**config.mk**
```make
export PLATFORM = sky130hd
export DESIGN_NAME = hires_pwm_timing
export DESIGN_NICKNAME = d
export VERILOG_FILES = /design/src/hw/pwm_timing_pkg.sv /design/src/hw/deadtime_channel.sv /design/src/hw/hires_pwm_timing.sv
export SDC_FILE = /design/constraint.sdc
export NUM_CORES = 1
export LEC_CHECK = 0
export BUFFER_PORTS_ARGS = -buffer_cell sky130_fd_sc_hd__clkbuf_2
export CORE_AREA = 2 2 184 186
export DETAILED_ROUTE_END_ITERATION = 12
export DIE_AREA = 0 0 186 188
export PLACE_DENSITY = 0.81
export SYNTH_ARGS = -nofsm -noshare
export SYNTH_HDL_FRONTEND = slang
export SYNTH_SLANG_ARGS = --single-unit
```
**constraint.sdc**
```tcl
create_clock -name clk -period 10.76 [get_ports clk]
set_input_delay 3.228 -clock clk [delete_from_list [all_inputs] [get_ports clk]]
set_output_delay 3.228 -clock clk [all_outputs]
set_load 0.02 [all_outputs]
```
**src/hw/pwm_timing_pkg.sv**
```systemverilog
package pwm_timing_pkg;

    // register byte offsets
    localparam logic [7:0] CTRL_OFS        = 8'h00;
    localparam logic [7:0] PERIOD_OFS      = 8'h04;
    localparam logic [7:0] SAMPLE_OFS      = 8'h08;
    localparam logic [7:0] EDGE_A_OFS      = 8'h0C;
    localparam logic [7:0] EDGE_B_OFS      = 8'h10;
    localparam logic [7:0] BLANK_OFS       = 8'h14;
    localparam logic [7:0] WINDOW_OFS      = 8'h18;
    localparam logic [7:0] TARGET_OFS      = 8'h1C;
    localparam logic [7:0] LIMIT_OFS       = 8'h20;
    localparam logic [7:0] ACC_A_OFS       = 8'h24;
    localparam logic [7:0] ACC_B_OFS       = 8'h28;
    localparam logic [7:0] MEASURE_OFS     = 8'h2C;

    // widths
    localparam int COARSE_W  = 14;
    localparam int FINE_W    = 4;
    localparam int EDGE_W    = COARSE_W + FINE_W;
    localparam int TIME_W    = 8;
    localparam int ACC_W     = 16;

    // fine phase count and finest step
    localparam int FINE_PHASES    = 16;
    localparam int FINE_STEP_PS   = 250;
    localparam int FINE_COARSE_PS = FINE_STEP_PS * FINE_PHASES;

    // counting clock is a quarter of clk
    localparam int TICK_DIV = 4;

    // reset values
    localparam logic [COARSE_W-1:0] PERIOD_RST = 14'h0FA0;
    localparam logic [COARSE_W-1:0] SAMPLE_RST = 14'h0000;
    localparam logic [EDGE_W-1:0]   EDGE_A_RST = 18'h07D00;
    localparam logic [EDGE_W-1:0]   EDGE_B_RST = 18'h0F900;
    localparam logic [TIME_W-1:0]   BLANK_RST  = 8'h02;
    localparam logic [TIME_W-1:0]   WINDOW_RST = 8'h10;
    localparam logic [TIME_W-1:0]   TARGET_RST = 8'h02;
    localparam logic [ACC_W-1:0]    LIMIT_RST  = 16'h0040;
    localparam logic [ACC_W-1:0]    ACC_RST    = 16'h0000;

    // oversampling encodings
    localparam logic [1:0] OS_1X = 2'h0;
    localparam logic [1:0] OS_2X = 2'h1;
    localparam logic [1:0] OS_4X = 2'h2;
    localparam logic [1:0] OS_8X = 2'h3;

    // control register layout
    typedef struct packed {
        logic       manual_mode;     // bit 12
        logic [3:0] irq_divide;      // bits 11:8
        logic [1:0] oversample;      // bits 7:6
        logic [2:0] fine_edge_step_scale; // bits 5:3
        logic       fine_edge_multi_output_enable; // bit 2
        logic       fine_enable;     // bit 1
        logic       run;             // bit 0
    } ctrl_s;

    localparam int CTRL_W = 13;
    localparam logic [CTRL_W-1:0] CTRL_RST = 13'h0000;

    // dead-time channel settings
    typedef struct packed {
        logic [TIME_W-1:0] blank;
        logic [TIME_W-1:0] window;
        logic [TIME_W-1:0] target;
        logic [ACC_W-1:0]  limit;
        logic              manual_mode;
    } dt_cfg_s;

endpackage : pwm_timing_pkg

```
**src/hw/deadtime_channel.sv**
```systemverilog
`timescale 1ns/100ps
`default_nettype none

module deadtime_channel
    import pwm_timing_pkg::*;
(
    input  wire logic              clk,
    input  wire logic              rst_n,
    input  wire dt_cfg_s           cfg,
    input  wire logic              pwm_level,
    input  wire logic              sense,
    input  wire logic              acc_write,
    input  wire logic [ACC_W-1:0]  acc_wdata,
    output logic [ACC_W-1:0]       accumulator,
    output logic [TIME_W-1:0]      measured
);

    typedef enum {IDLE, BLANK, WINDOW} dt_state_e;

    dt_state_e         state;
    logic              pwm_prev;
    logic [TIME_W-1:0] timer;
    logic [TIME_W-1:0] capture;
    logic              done;
    logic signed [ACC_W-1:0] delta;
    logic signed [ACC_W:0]   sum;
    logic signed [ACC_W-1:0] lim;

    // falling edge opens the blank then the window
    always_ff @(posedge clk or negedge rst_n) begin
        if (!rst_n) begin
            state    <= IDLE;
            pwm_prev <= 1'b0;
            timer    <= '0;
            capture  <= '0;
            done     <= 1'b0;
        end else begin
            pwm_prev <= pwm_level;
            done     <= 1'b0;
            case (state)
                IDLE: begin
                    if (pwm_prev && !pwm_level) begin // see [RULE10]
                        state   <= BLANK;
                        timer   <= cfg.blank;
                        capture <= '0;
                    end
                end
                BLANK: begin
                    if (timer == '0) begin // see [RULE11]
                        state <= WINDOW;
                        timer <= cfg.window;
                    end else begin
                        timer <= timer - 1'b1;
                    end
                end
                WINDOW: begin
                    if (sense && capture != '1) begin
                        capture <= capture + 1'b1; // see [RULE12]
                    end
                    if (timer <= 1) begin // see [RULE11]
                        state <= IDLE;
                        done  <= 1'b1;
                    end else begin
                        timer <= timer - 1'b1;
                    end
                end
                default: state <= IDLE;
            endcase
        end
    end

    // delta from conduction beyond target, clamped sum
    always_comb begin
        delta = $signed({{(ACC_W-TIME_W){1'b0}}, capture})
              - $signed({{(ACC_W-TIME_W){1'b0}}, cfg.target}); // see [RULE15]
        sum   = $signed({accumulator[ACC_W-1], accumulator}) +
                $signed({delta[ACC_W-1], delta});
        lim   = $signed(cfg.limit);
    end

    // accumulator update once per cycle or by firmware
    always_ff @(posedge clk or negedge rst_n) begin
        if (!rst_n) begin
            accumulator <= ACC_RST; // see [RULE14]
            measured    <= '0;
        end else begin
            if (done) begin
                measured <= capture;
            end
            if (cfg.manual_mode) begin
                if (acc_write) begin
                    accumulator <= acc_wdata; // see [RULE16]
                end
            end else if (done) begin
                if (sum > $signed({lim[ACC_W-1], lim})) begin
                    accumulator <= lim; // see [RULE16]
                end else if (sum < -$signed({lim[ACC_W-1], lim})) begin
                    accumulator <= -lim;
                end else begin
                    accumulator <= sum[ACC_W-1:0]; // see [RULE15]
                end
            end
        end
    end

endmodule : deadtime_channel

`default_nettype wire

```
**src/hw/hires_pwm_timing.sv**
```systemverilog
// Overview of operation
// [RULE1] sixteen phases give fine edges, sixteen times the counting tick
// [RULE2] fine section switchable, step scale from 4 ns to 250 ps
// [RULE3] oversample 00 gives one error ADC trigger per period
// [RULE4] oversample 01, 10, 11 give two, four, eight triggers
// [RULE5] extra triggers spaced by period divided by the factor
// [RULE6] period interrupt base rate equals switching frequency
// [RULE7] interrupt passes a divider reaching 255
// [RULE8] divided interrupt also starts general purpose ADC sequence
// [RULE9] divide settings 1..15 map to fixed counts, fire every count+1
// [RULE10] blank opens right after each rectifier output falling edge, then the window
// [RULE11] window starts after blank delay and lasts programmed length
// [RULE12] capture timer counts conduction input active time in window
// [RULE13] measured conduction shifts next cycle turn-off edge
// [RULE14] accumulators A and B are signed and reset to zero
// [RULE15] each cycle delta from conduction added, sum sets dead time
// [RULE16] auto mode clamps against thresholds, manual lets firmware write
// [RULE17] driver supplies one conduction sense per rectifier output
// [RULE18] low four edge bits pick phase, upper fourteen count ticks
// [RULE19] error ADC trigger when period counter equals sample count
// [RULE20] divider counts periods, pulses at count, restarts from zero
`timescale 1ns/100ps
`default_nettype none

module hires_pwm_timing
    import pwm_timing_pkg::*;
(
    input  wire logic             clk,
    input  wire logic             arst_n,
    input  wire logic             psel,
    input  wire logic             penable,
    input  wire logic             pwrite,
    input  wire logic [7:0]       paddr,
    input  wire logic [31:0]      pwdata,
    output logic [31:0]           prdata,
    output logic                  pready,
    output logic                  pslverr,
    input  wire logic             conduction_sense_in_0,
    input  wire logic             conduction_sense_in_1,
    output logic                  rectifier_pwm_out_0,
    output logic                  rectifier_pwm_out_1,
    output logic [FINE_W-1:0]     fine_phase_0,
    output logic [FINE_W-1:0]     fine_phase_1,
    output logic                  error_adc_trigger,
    output logic                  period_irq,
    output logic                  general_purpose_adc_start
);

    logic                 rst_meta;
    logic                 rst_n;
    ctrl_s                ctrl;
    logic [COARSE_W-1:0]  period;
    logic [COARSE_W-1:0]  sample_count;
    logic [EDGE_W-1:0]    edge_a;
    logic [EDGE_W-1:0]    edge_b;
    logic [TIME_W-1:0]    blank;
    logic [TIME_W-1:0]    window;
    logic [TIME_W-1:0]    target;
    logic [ACC_W-1:0]     limit;
    dt_cfg_s              dt_cfg;
    logic [1:0]           tick_div;
    logic                 tick;
    logic [COARSE_W-1:0]  count;
    logic                 period_end;
    logic [COARSE_W-1:0]  seg_len;
    logic [COARSE_W-1:0]  seg_count;
    logic [3:0]           extra_left;
    logic [3:0]           extra_total;
    logic [7:0]           div_count;
    logic [7:0]           div_target;
    logic                 wr_en;
    logic                 rd_en;
    logic                 addr_hit;
    logic [1:0]           acc_write;
    logic [1:0][ACC_W-1:0]  acc;
    logic [1:0][TIME_W-1:0] meas;
    logic [1:0]           sense;
    logic [1:0]           pwm_lvl;
    logic [1:0][EDGE_W-1:0] edge_raw;
    logic [1:0][COARSE_W-1:0] fall_at;
    logic [FINE_W-1:0]    fine_mask;
    logic [COARSE_W-1:0]  half_period;

    // reset release through two flops
    always_ff @(posedge clk or negedge arst_n) begin
        if (!arst_n) begin
            rst_meta <= 1'b0;
            rst_n    <= 1'b0;
        end else begin
            rst_meta <= 1'b1;
            rst_n    <= rst_meta;
        end
    end

    // apb decode, zero wait states
    assign pready  = 1'b1;
    assign wr_en   = psel && penable && pwrite;
    assign rd_en   = psel && !penable && !pwrite;
    always_comb begin
        case (paddr)
            CTRL_OFS, PERIOD_OFS, SAMPLE_OFS, EDGE_A_OFS, EDGE_B_OFS,
            BLANK_OFS, WINDOW_OFS, TARGET_OFS, LIMIT_OFS, ACC_A_OFS,
            ACC_B_OFS, MEASURE_OFS: addr_hit = 1'b1;
            default:                addr_hit = 1'b0;
        endcase
    end
    assign pslverr = psel && penable && !addr_hit;

    // register writes
    always_ff @(posedge clk or negedge rst_n) begin
        if (!rst_n) begin
            ctrl         <= CTRL_RST;
            period       <= PERIOD_RST;
            sample_count <= SAMPLE_RST;
            edge_a       <= EDGE_A_RST;
            edge_b       <= EDGE_B_RST;
            blank        <= BLANK_RST;
            window       <= WINDOW_RST;
            target       <= TARGET_RST;
            limit        <= LIMIT_RST;
        end else if (wr_en) begin
            case (paddr)
                CTRL_OFS:   ctrl         <= pwdata[CTRL_W-1:0];
                PERIOD_OFS: period       <= pwdata[COARSE_W-1:0];
                SAMPLE_OFS: sample_count <= pwdata[COARSE_W-1:0];
                EDGE_A_OFS: edge_a       <= pwdata[EDGE_W-1:0];
                EDGE_B_OFS: edge_b       <= pwdata[EDGE_W-1:0];
                BLANK_OFS:  blank        <= pwdata[TIME_W-1:0];
                WINDOW_OFS: window       <= pwdata[TIME_W-1:0];
                TARGET_OFS: target       <= pwdata[TIME_W-1:0];
                LIMIT_OFS:  limit        <= pwdata[ACC_W-1:0];
                default:    ;
            endcase
        end
    end

    // firmware accumulator writes, used in manual mode
    assign acc_write[0] = wr_en && (paddr == ACC_A_OFS);
    assign acc_write[1] = wr_en && (paddr == ACC_B_OFS);

    // read data register
    always_ff @(posedge clk or negedge rst_n) begin
        if (!rst_n) begin
            prdata <= 32'h00000000;
        end else if (rd_en) begin
            case (paddr)
                CTRL_OFS:    prdata <= {19'h00000, ctrl};
                PERIOD_OFS:  prdata <= {18'h00000, period};
                SAMPLE_OFS:  prdata <= {18'h00000, sample_count};
                EDGE_A_OFS:  prdata <= {14'h0000, edge_a};
                EDGE_B_OFS:  prdata <= {14'h0000, edge_b};
                BLANK_OFS:   prdata <= {24'h000000, blank};
                WINDOW_OFS:  prdata <= {24'h000000, window};
                TARGET_OFS:  prdata <= {24'h000000, target};
                LIMIT_OFS:   prdata <= {16'h0000, limit};
                ACC_A_OFS:   prdata <= {{16{acc[0][ACC_W-1]}}, acc[0]};
                ACC_B_OFS:   prdata <= {{16{acc[1][ACC_W-1]}}, acc[1]};
                MEASURE_OFS: prdata <= {16'h0000, meas[1], meas[0]};
                default:     prdata <= 32'h00000000;
            endcase
        end
    end

    // quarter-rate counting tick
    always_ff @(posedge clk or negedge rst_n) begin
        if (!rst_n) begin
            tick_div <= 2'h0;
        end else begin
            tick_div <= tick_div + 2'h1;
        end
    end
    assign tick = ctrl.run && (tick_div == 2'(TICK_DIV - 1));

    // period counter
    assign period_end = tick && (count >= period);
    always_ff @(posedge clk or negedge rst_n) begin
        if (!rst_n) begin
            count <= '0;
        end else if (!ctrl.run) begin
            count <= '0;
        end else if (period_end) begin
            count <= '0;
        end else if (tick) begin
            count <= count + 1'b1;
        end
    end

    // oversample spacing and count of extra triggers
    always_comb begin
        case (ctrl.oversample)
            OS_2X:   extra_total = 4'h1; // see [RULE4]
            OS_4X:   extra_total = 4'h3;
            OS_8X:   extra_total = 4'h7;
            default: extra_total = 4'h0; // see [RULE3]
        endcase
        seg_len = period >> ctrl.oversample; // see [RULE5]
    end

    // error adc trigger at sample count, extras every segment
    always_ff @(posedge clk or negedge rst_n) begin
        if (!rst_n) begin
            error_adc_trigger <= 1'b0;
            seg_count         <= '0;
            extra_left        <= 4'h0;
        end else begin
            error_adc_trigger <= 1'b0;
            if (tick && count == sample_count) begin
                error_adc_trigger <= 1'b1; // see [RULE19]
                extra_left        <= extra_total;
                seg_count         <= 14'h0001;
            end else if (tick && extra_left != 4'h0) begin
                if (seg_count >= seg_len) begin
                    error_adc_trigger <= 1'b1; // see [RULE5]
                    extra_left        <= extra_left - 4'h1;
                    seg_count         <= 14'h0001;
                end else begin
                    seg_count <= seg_count + 1'b1;
                end
            end
        end
    end

    // divide setting to divide count
    always_comb begin
        case (ctrl.irq_divide)
            4'h1:    div_target = 8'h00; // see [RULE9]
            4'h2:    div_target = 8'h01;
            4'h3:    div_target = 8'h03;
            4'h4:    div_target = 8'h07;
            4'h5:    div_target = 8'h0F;
            4'h6:    div_target = 8'h1F;
            4'h7:    div_target = 8'h2F;
            4'h8:    div_target = 8'h3F;
            4'h9:    div_target = 8'h4F;
            4'hA:    div_target = 8'h5F;
            4'hB:    div_target = 8'h7F;
            4'hC:    div_target = 8'h9F;
            4'hD:    div_target = 8'hBF;
            4'hE:    div_target = 8'hDF;
            4'hF:    div_target = 8'hFF; // see [RULE7]
            default: div_target = 8'h00;
        endcase
    end

    // period interrupt divider
    always_ff @(posedge clk or negedge rst_n) begin
        if (!rst_n) begin
            div_count  <= 8'h00;
            period_irq <= 1'b0;
        end else begin
            period_irq <= 1'b0;
            if (period_end) begin // see [RULE6]
                if (div_count >= div_target) begin
                    period_irq <= 1'b1; // see [RULE20]
                    div_count  <= 8'h00;
                end else begin
                    div_count <= div_count + 8'h01;
                end
            end
        end
    end
    assign general_purpose_adc_start = period_irq; // see [RULE8]

    // turn-off edges moved by the accumulators
    assign edge_raw[0]  = edge_a;
    assign edge_raw[1]  = edge_b;
    assign half_period  = period >> 1;
    assign sense[0]     = conduction_sense_in_0; // see [RULE17]
    assign sense[1]     = conduction_sense_in_1;
    assign dt_cfg       = '{blank: blank, window: window, target: target,
                            limit: limit, manual_mode: ctrl.manual_mode};

    // fine step mask: low scale bits cleared for coarser steps
    always_comb begin
        fine_mask = 4'hF;
        if (ctrl.fine_edge_step_scale >= 3'h4) begin
            fine_mask = 4'h0; // see [RULE2]
        end else begin
            fine_mask = 4'(4'hF << ctrl.fine_edge_step_scale);
        end
    end

    // per rectifier output edge and dead-time loop
    for (genvar i = 0; i < 2; i++) begin : g_out
        // coarse ticks from upper bits, shifted by accumulator
        assign fall_at[i] = COARSE_W'(edge_raw[i][EDGE_W-1:FINE_W]
                          + acc[i][COARSE_W-1:0]); // see [RULE13] [RULE18]

        // output a high from start, b high from half period
        always_ff @(posedge clk or negedge rst_n) begin
            if (!rst_n) begin
                pwm_lvl[i] <= 1'b0;
            end else if (!ctrl.run) begin
                pwm_lvl[i] <= 1'b0;
            end else if (tick) begin
                if (count == fall_at[i]) begin
                    pwm_lvl[i] <= 1'b0;
                end else if (count == ((i == 0) ? '0 : half_period)) begin
                    pwm_lvl[i] <= 1'b1;
                end
            end
        end

        deadtime_channel u_dt (
            .clk         (clk),
            .rst_n       (rst_n),
            .cfg         (dt_cfg),
            .pwm_level   (pwm_lvl[i]),
            .sense       (sense[i]),
            .acc_write   (acc_write[i]),
            .acc_wdata   (pwdata[ACC_W-1:0]),
            .accumulator (acc[i]),
            .measured    (meas[i])
        );
    end

    // fine phase select for the sixteen-phase edge stage
    always_ff @(posedge clk or negedge rst_n) begin
        if (!rst_n) begin
            fine_phase_0 <= 4'h0;
            fine_phase_1 <= 4'h0;
        end else begin
            fine_phase_0 <= ctrl.fine_enable ?
                            (edge_a[FINE_W-1:0] & fine_mask) : 4'h0; // see [RULE1] [RULE18]
            fine_phase_1 <= (ctrl.fine_enable &&
                             ctrl.fine_edge_multi_output_enable) ?
                            (edge_b[FINE_W-1:0] & fine_mask) : 4'h0; // see [RULE2]
        end
    end

    // registered waveform outputs
    always_ff @(posedge clk or negedge rst_n) begin
        if (!rst_n) begin
            rectifier_pwm_out_0 <= 1'b0;
            rectifier_pwm_out_1 <= 1'b0;
        end else begin
            rectifier_pwm_out_0 <= pwm_lvl[0];
            rectifier_pwm_out_1 <= pwm_lvl[1];
        end
    end

endmodule : hires_pwm_timing

`default_nettype wire

```
==> results.md <==
- Hold buffer count at CTS: 0
- Core Area: 33100 µm²
- CP top delay family: simple AND/OR/NAND/NOR gates
- GRT Total Usage: 0.353
- Number of global-route vias before repair: 17500
- Tcrit/Tclk final: 0.768
- Crit end category: primary output
- PnR worst setup slack: 2.50 ns
- CTS Buffer Depth: 3
- Min Clock Period, post-route: 8.26 ns
- Final Slew Violations: 0
- Data arrival time of the critical path: 5.03 ns
- Sink Count: 280
- CP peak stage delay: 1.01 ns
- Critical Path RT: 7.53 ns
- Yosys warning count: 0
- Fraction of the mapped netlist area in adder cells: 0.130
- Post-synthesis sequential area ratio: 0.341
- Setup Total Neg Slack: 0 ns
- Worst-margin pin slew: 1.19 ns
- Async SR Flop Fraction: 1.00
- FP Rows: 67
- Dpl hpwl: 45700 µm
- Wire length per cell: 23.0 µm
- Crit Path Category: input port to primary output
- GP Congestion: 1.02
- Worst-skew pair later-pin latency: 0.60 ns
- Via count: 17900
- # port buffers: 78
- Util after Layout: 0.673
- Cells after DPL: 2614
- Post-synthesis cell type count: 91
- Post-synthesis mux area share: 0.0944
- Number of max-cap violations: 0
- Drt drc: 0
- CTS clk-pin slew, worst paths: 0.06 ns
- Final Hold Fails: 0
- Post-CTS Setup Repair Bufs: 0
- Max IR drop VDD: 0.269 mV
- Most frequent cell after synthesis: dfrtp_1
- Outcome: completed
- Most used DFF post-synth: dfrtp_1
- Vias/cell: 6.69
- Seq. cell area: 7040 µm²
- Top cells by area, synth: dfrtp_1 31%, ha_1 12%, mux2_2 7.5%
- CP dominant cell by count: clkbuf_2
- Rel. slew slack: 0.201
- Antenna Cells: 0
- Filler Cell Count: 2579
- CTS tree: done
- Largest net degree at the start of global routing: 177
- First-pass GRT wire length: 96500 µm
- #FFs+latches synth: 280
- Mapped Cells: 2188
- Hold WC Path Type: flop to async pin
- Post-cts sizing count: 0
- Ports: 94
- Final Non-Filler Cells: 2672
- Grt ovf: 0
- Main combinational cell family by area after synthesis: compound AO/OA/AOI/OAI gates
- CP Buf/Inv Count: 2
- Crit path cell chain: clkbuf_2 > nor4b_1 > o21ai_0 > and3_1 > clkbuf_2
- Synth Area in Simple Gates: 0.139
- Post-synthesis compound-gate area fraction: 0.183
- Most frequent cells after synthesis: 258 x dfrtp_1, 204 x ha_1, 153 x nor2_1, 142 x nand2_1, 138 x mux2_2
- Share of cells above drive strength 1: 0.154
- Pleak: 10.5 nW
- Area Growth Syn to Fin: 8.09%
- CTS root buf: clkbuf_16
- Initial antenna violation count: 0
- Initial DRC count: 1752
- Mapped cell area: 20600 µm²
- DR pass1 iterations: 10
- Unrepaired setup endpoints after global routing: no
- Max Freq: 121 MHz
- Final antenna-violating net count: 0
- Startpoint types: input port
- CP Max Fanout: 8
- P per Cell Area: 242 nW/µm²
- Total wire length: 61600 µm
- Post-Synth XOR/XNOR Area: 0.0629
- CP max stage cell: nor4b_1
- Final setup fails: 0
- Die height: 188 µm
- DIE WIDTH: 186 µm
- Fin nets: 2456
- Post-Syn Area per Cell: 9.42 µm²
- Post-place setup slack: 2.58 ns
- Yosys top cell by area: dfrtp_1
- Initial Util: 0.623
- Die area: 35000 µm²
- Post-synth EDFFs: 0
- H-tree depth: 1
- Final clock skew: 0.00960 ns
- CTS Buf Count: 31
- Multi-input gate area: 12600 µm²
- Post-synth top area share: 0.313
[layout by cell type, fill, tap and decap left out, types with 14 or more instances in the layout]
| cell type | instances |
|---|---|
| mux2_2 | 138 |
| mux2i_1 | 19 |
| nand3_1 | 48 |
| a21oi_1 | 121 |
| nand2_1 | 142 |
| o21a_1 | 14 |
| nor2b_1 | 32 |
| nor3_1 | 30 |
| clkbuf_16 | 31 |
| a21o_1 | 56 |
| xor2_1 | 56 |
| a22oi_1 | 27 |
| nand2b_1 | 23 |
| o22ai_1 | 16 |
| nor2_1 | 153 |
| inv_1 | 127 |
| dfstp_2 | 22 |
| a31oi_1 | 30 |
| o221ai_1 | 15 |
| a22o_1 | 21 |
| xnor2_1 | 92 |
| clkbuf_2 | 78 |
| ha_1 | 204 |
| o21ai_0 | 125 |
| o211ai_1 | 26 |
| dfrtp_1 | 257 |
| or3_1 | 21 |
| a221oi_1 | 36 |
| and3_1 | 29 |
| nand4_1 | 31 |
[registers in the layout, summed over array words and instances (netlist names), 8 cells and up]
register / flops
blank: 8
count: 14
ctrl: 13
div_count: 8
edge_a: 18
edge_b: 18
g_out.u_dt.accumulator: 32
g_out.u_dt.capture: 16
g_out.u_dt.measured: 16
g_out.u_dt.timer: 16
limit: 16
period: 14
prdata: 19
sample_count: 14
seg_count: 14
target: 8
window: 8
[path summary, 6_finish.rpt]
path                           start                      endpoint  slack (ns)  cells after the start
max                         paddr[4]                       pslverr        2.50                      5
min in group clk            rst_meta                         rst_n        0.35                      0
min                            rst_n     g_out[1].u_dt.measured[2]        0.28                      0
max in group asynchronous     arst_n                         rst_n        8.25                      1
min reg2reg                    rst_n     g_out[1].u_dt.measured[2]        0.28                      0
max reg2reg                target[0]  g_out[0].u_dt.accumulator[4]        3.91                     24
[where the power goes]
| group | internal, mW | switching [mW] | total (mW) |
|---|---|---|---|
| Sequential | 1.16 | 0.167 | 1.33 |
| Clock | 0.723 | 0.476 | 1.20 |
| Combinational | 1.18 | 1.69 | 2.88 |
| Total | 3.06 | 2.34 | 5.40 |
[layer usage]
metal	up-vias	part of all wire	GRT usage	wire length, µm
li1	8002	-	-	-
met1	8675	0.40	0.463	24500
met2	939	0.45	0.552	27900
met3	255	0.090	0.0645	5550
met4	0	0.059	0.192	3660
met5	-	0	0	0
[per-stage QoR]
stage          area, µm²  total power, mW  hold WS, ns
2_1_floorplan      20600             3.46        0.331
3_3_place_gp       21100             3.99        0.295
3_5_place_dp       21100             4.12        0.295
4_1_cts            22300             5.33        0.301
5_1_grt            22300             5.75        0.320
6_report           22300             5.40        0.281
[cell type report]
| cell class | count | share of cell area |
|---|---|---|
| Tap cell | 448 | 0.0251 |
| Timing Repair Buffer | 92 | 0.0228 |
| Multi-Input combinational cell | 1667 | 0.563 |
| Clock inverter | 22 | 0.0145 |
| Sequential cell | 280 | 0.316 |
| Clock buffer | 36 | 0.0370 |
| Inverter | 127 | 0.0214 |
[kinds of logic after synthesis]
kind of cell	after synthesis
AO/OA/AOI/OAI	567
buffers and inverters	242
XOR/XNOR	148
other	1
AND/OR/NAND/NOR	574
adder cells (fa/ha/maj)	210
multiplexers	166
flip-flops	280
Note: power is estimated with default switching activity, not from simulation.
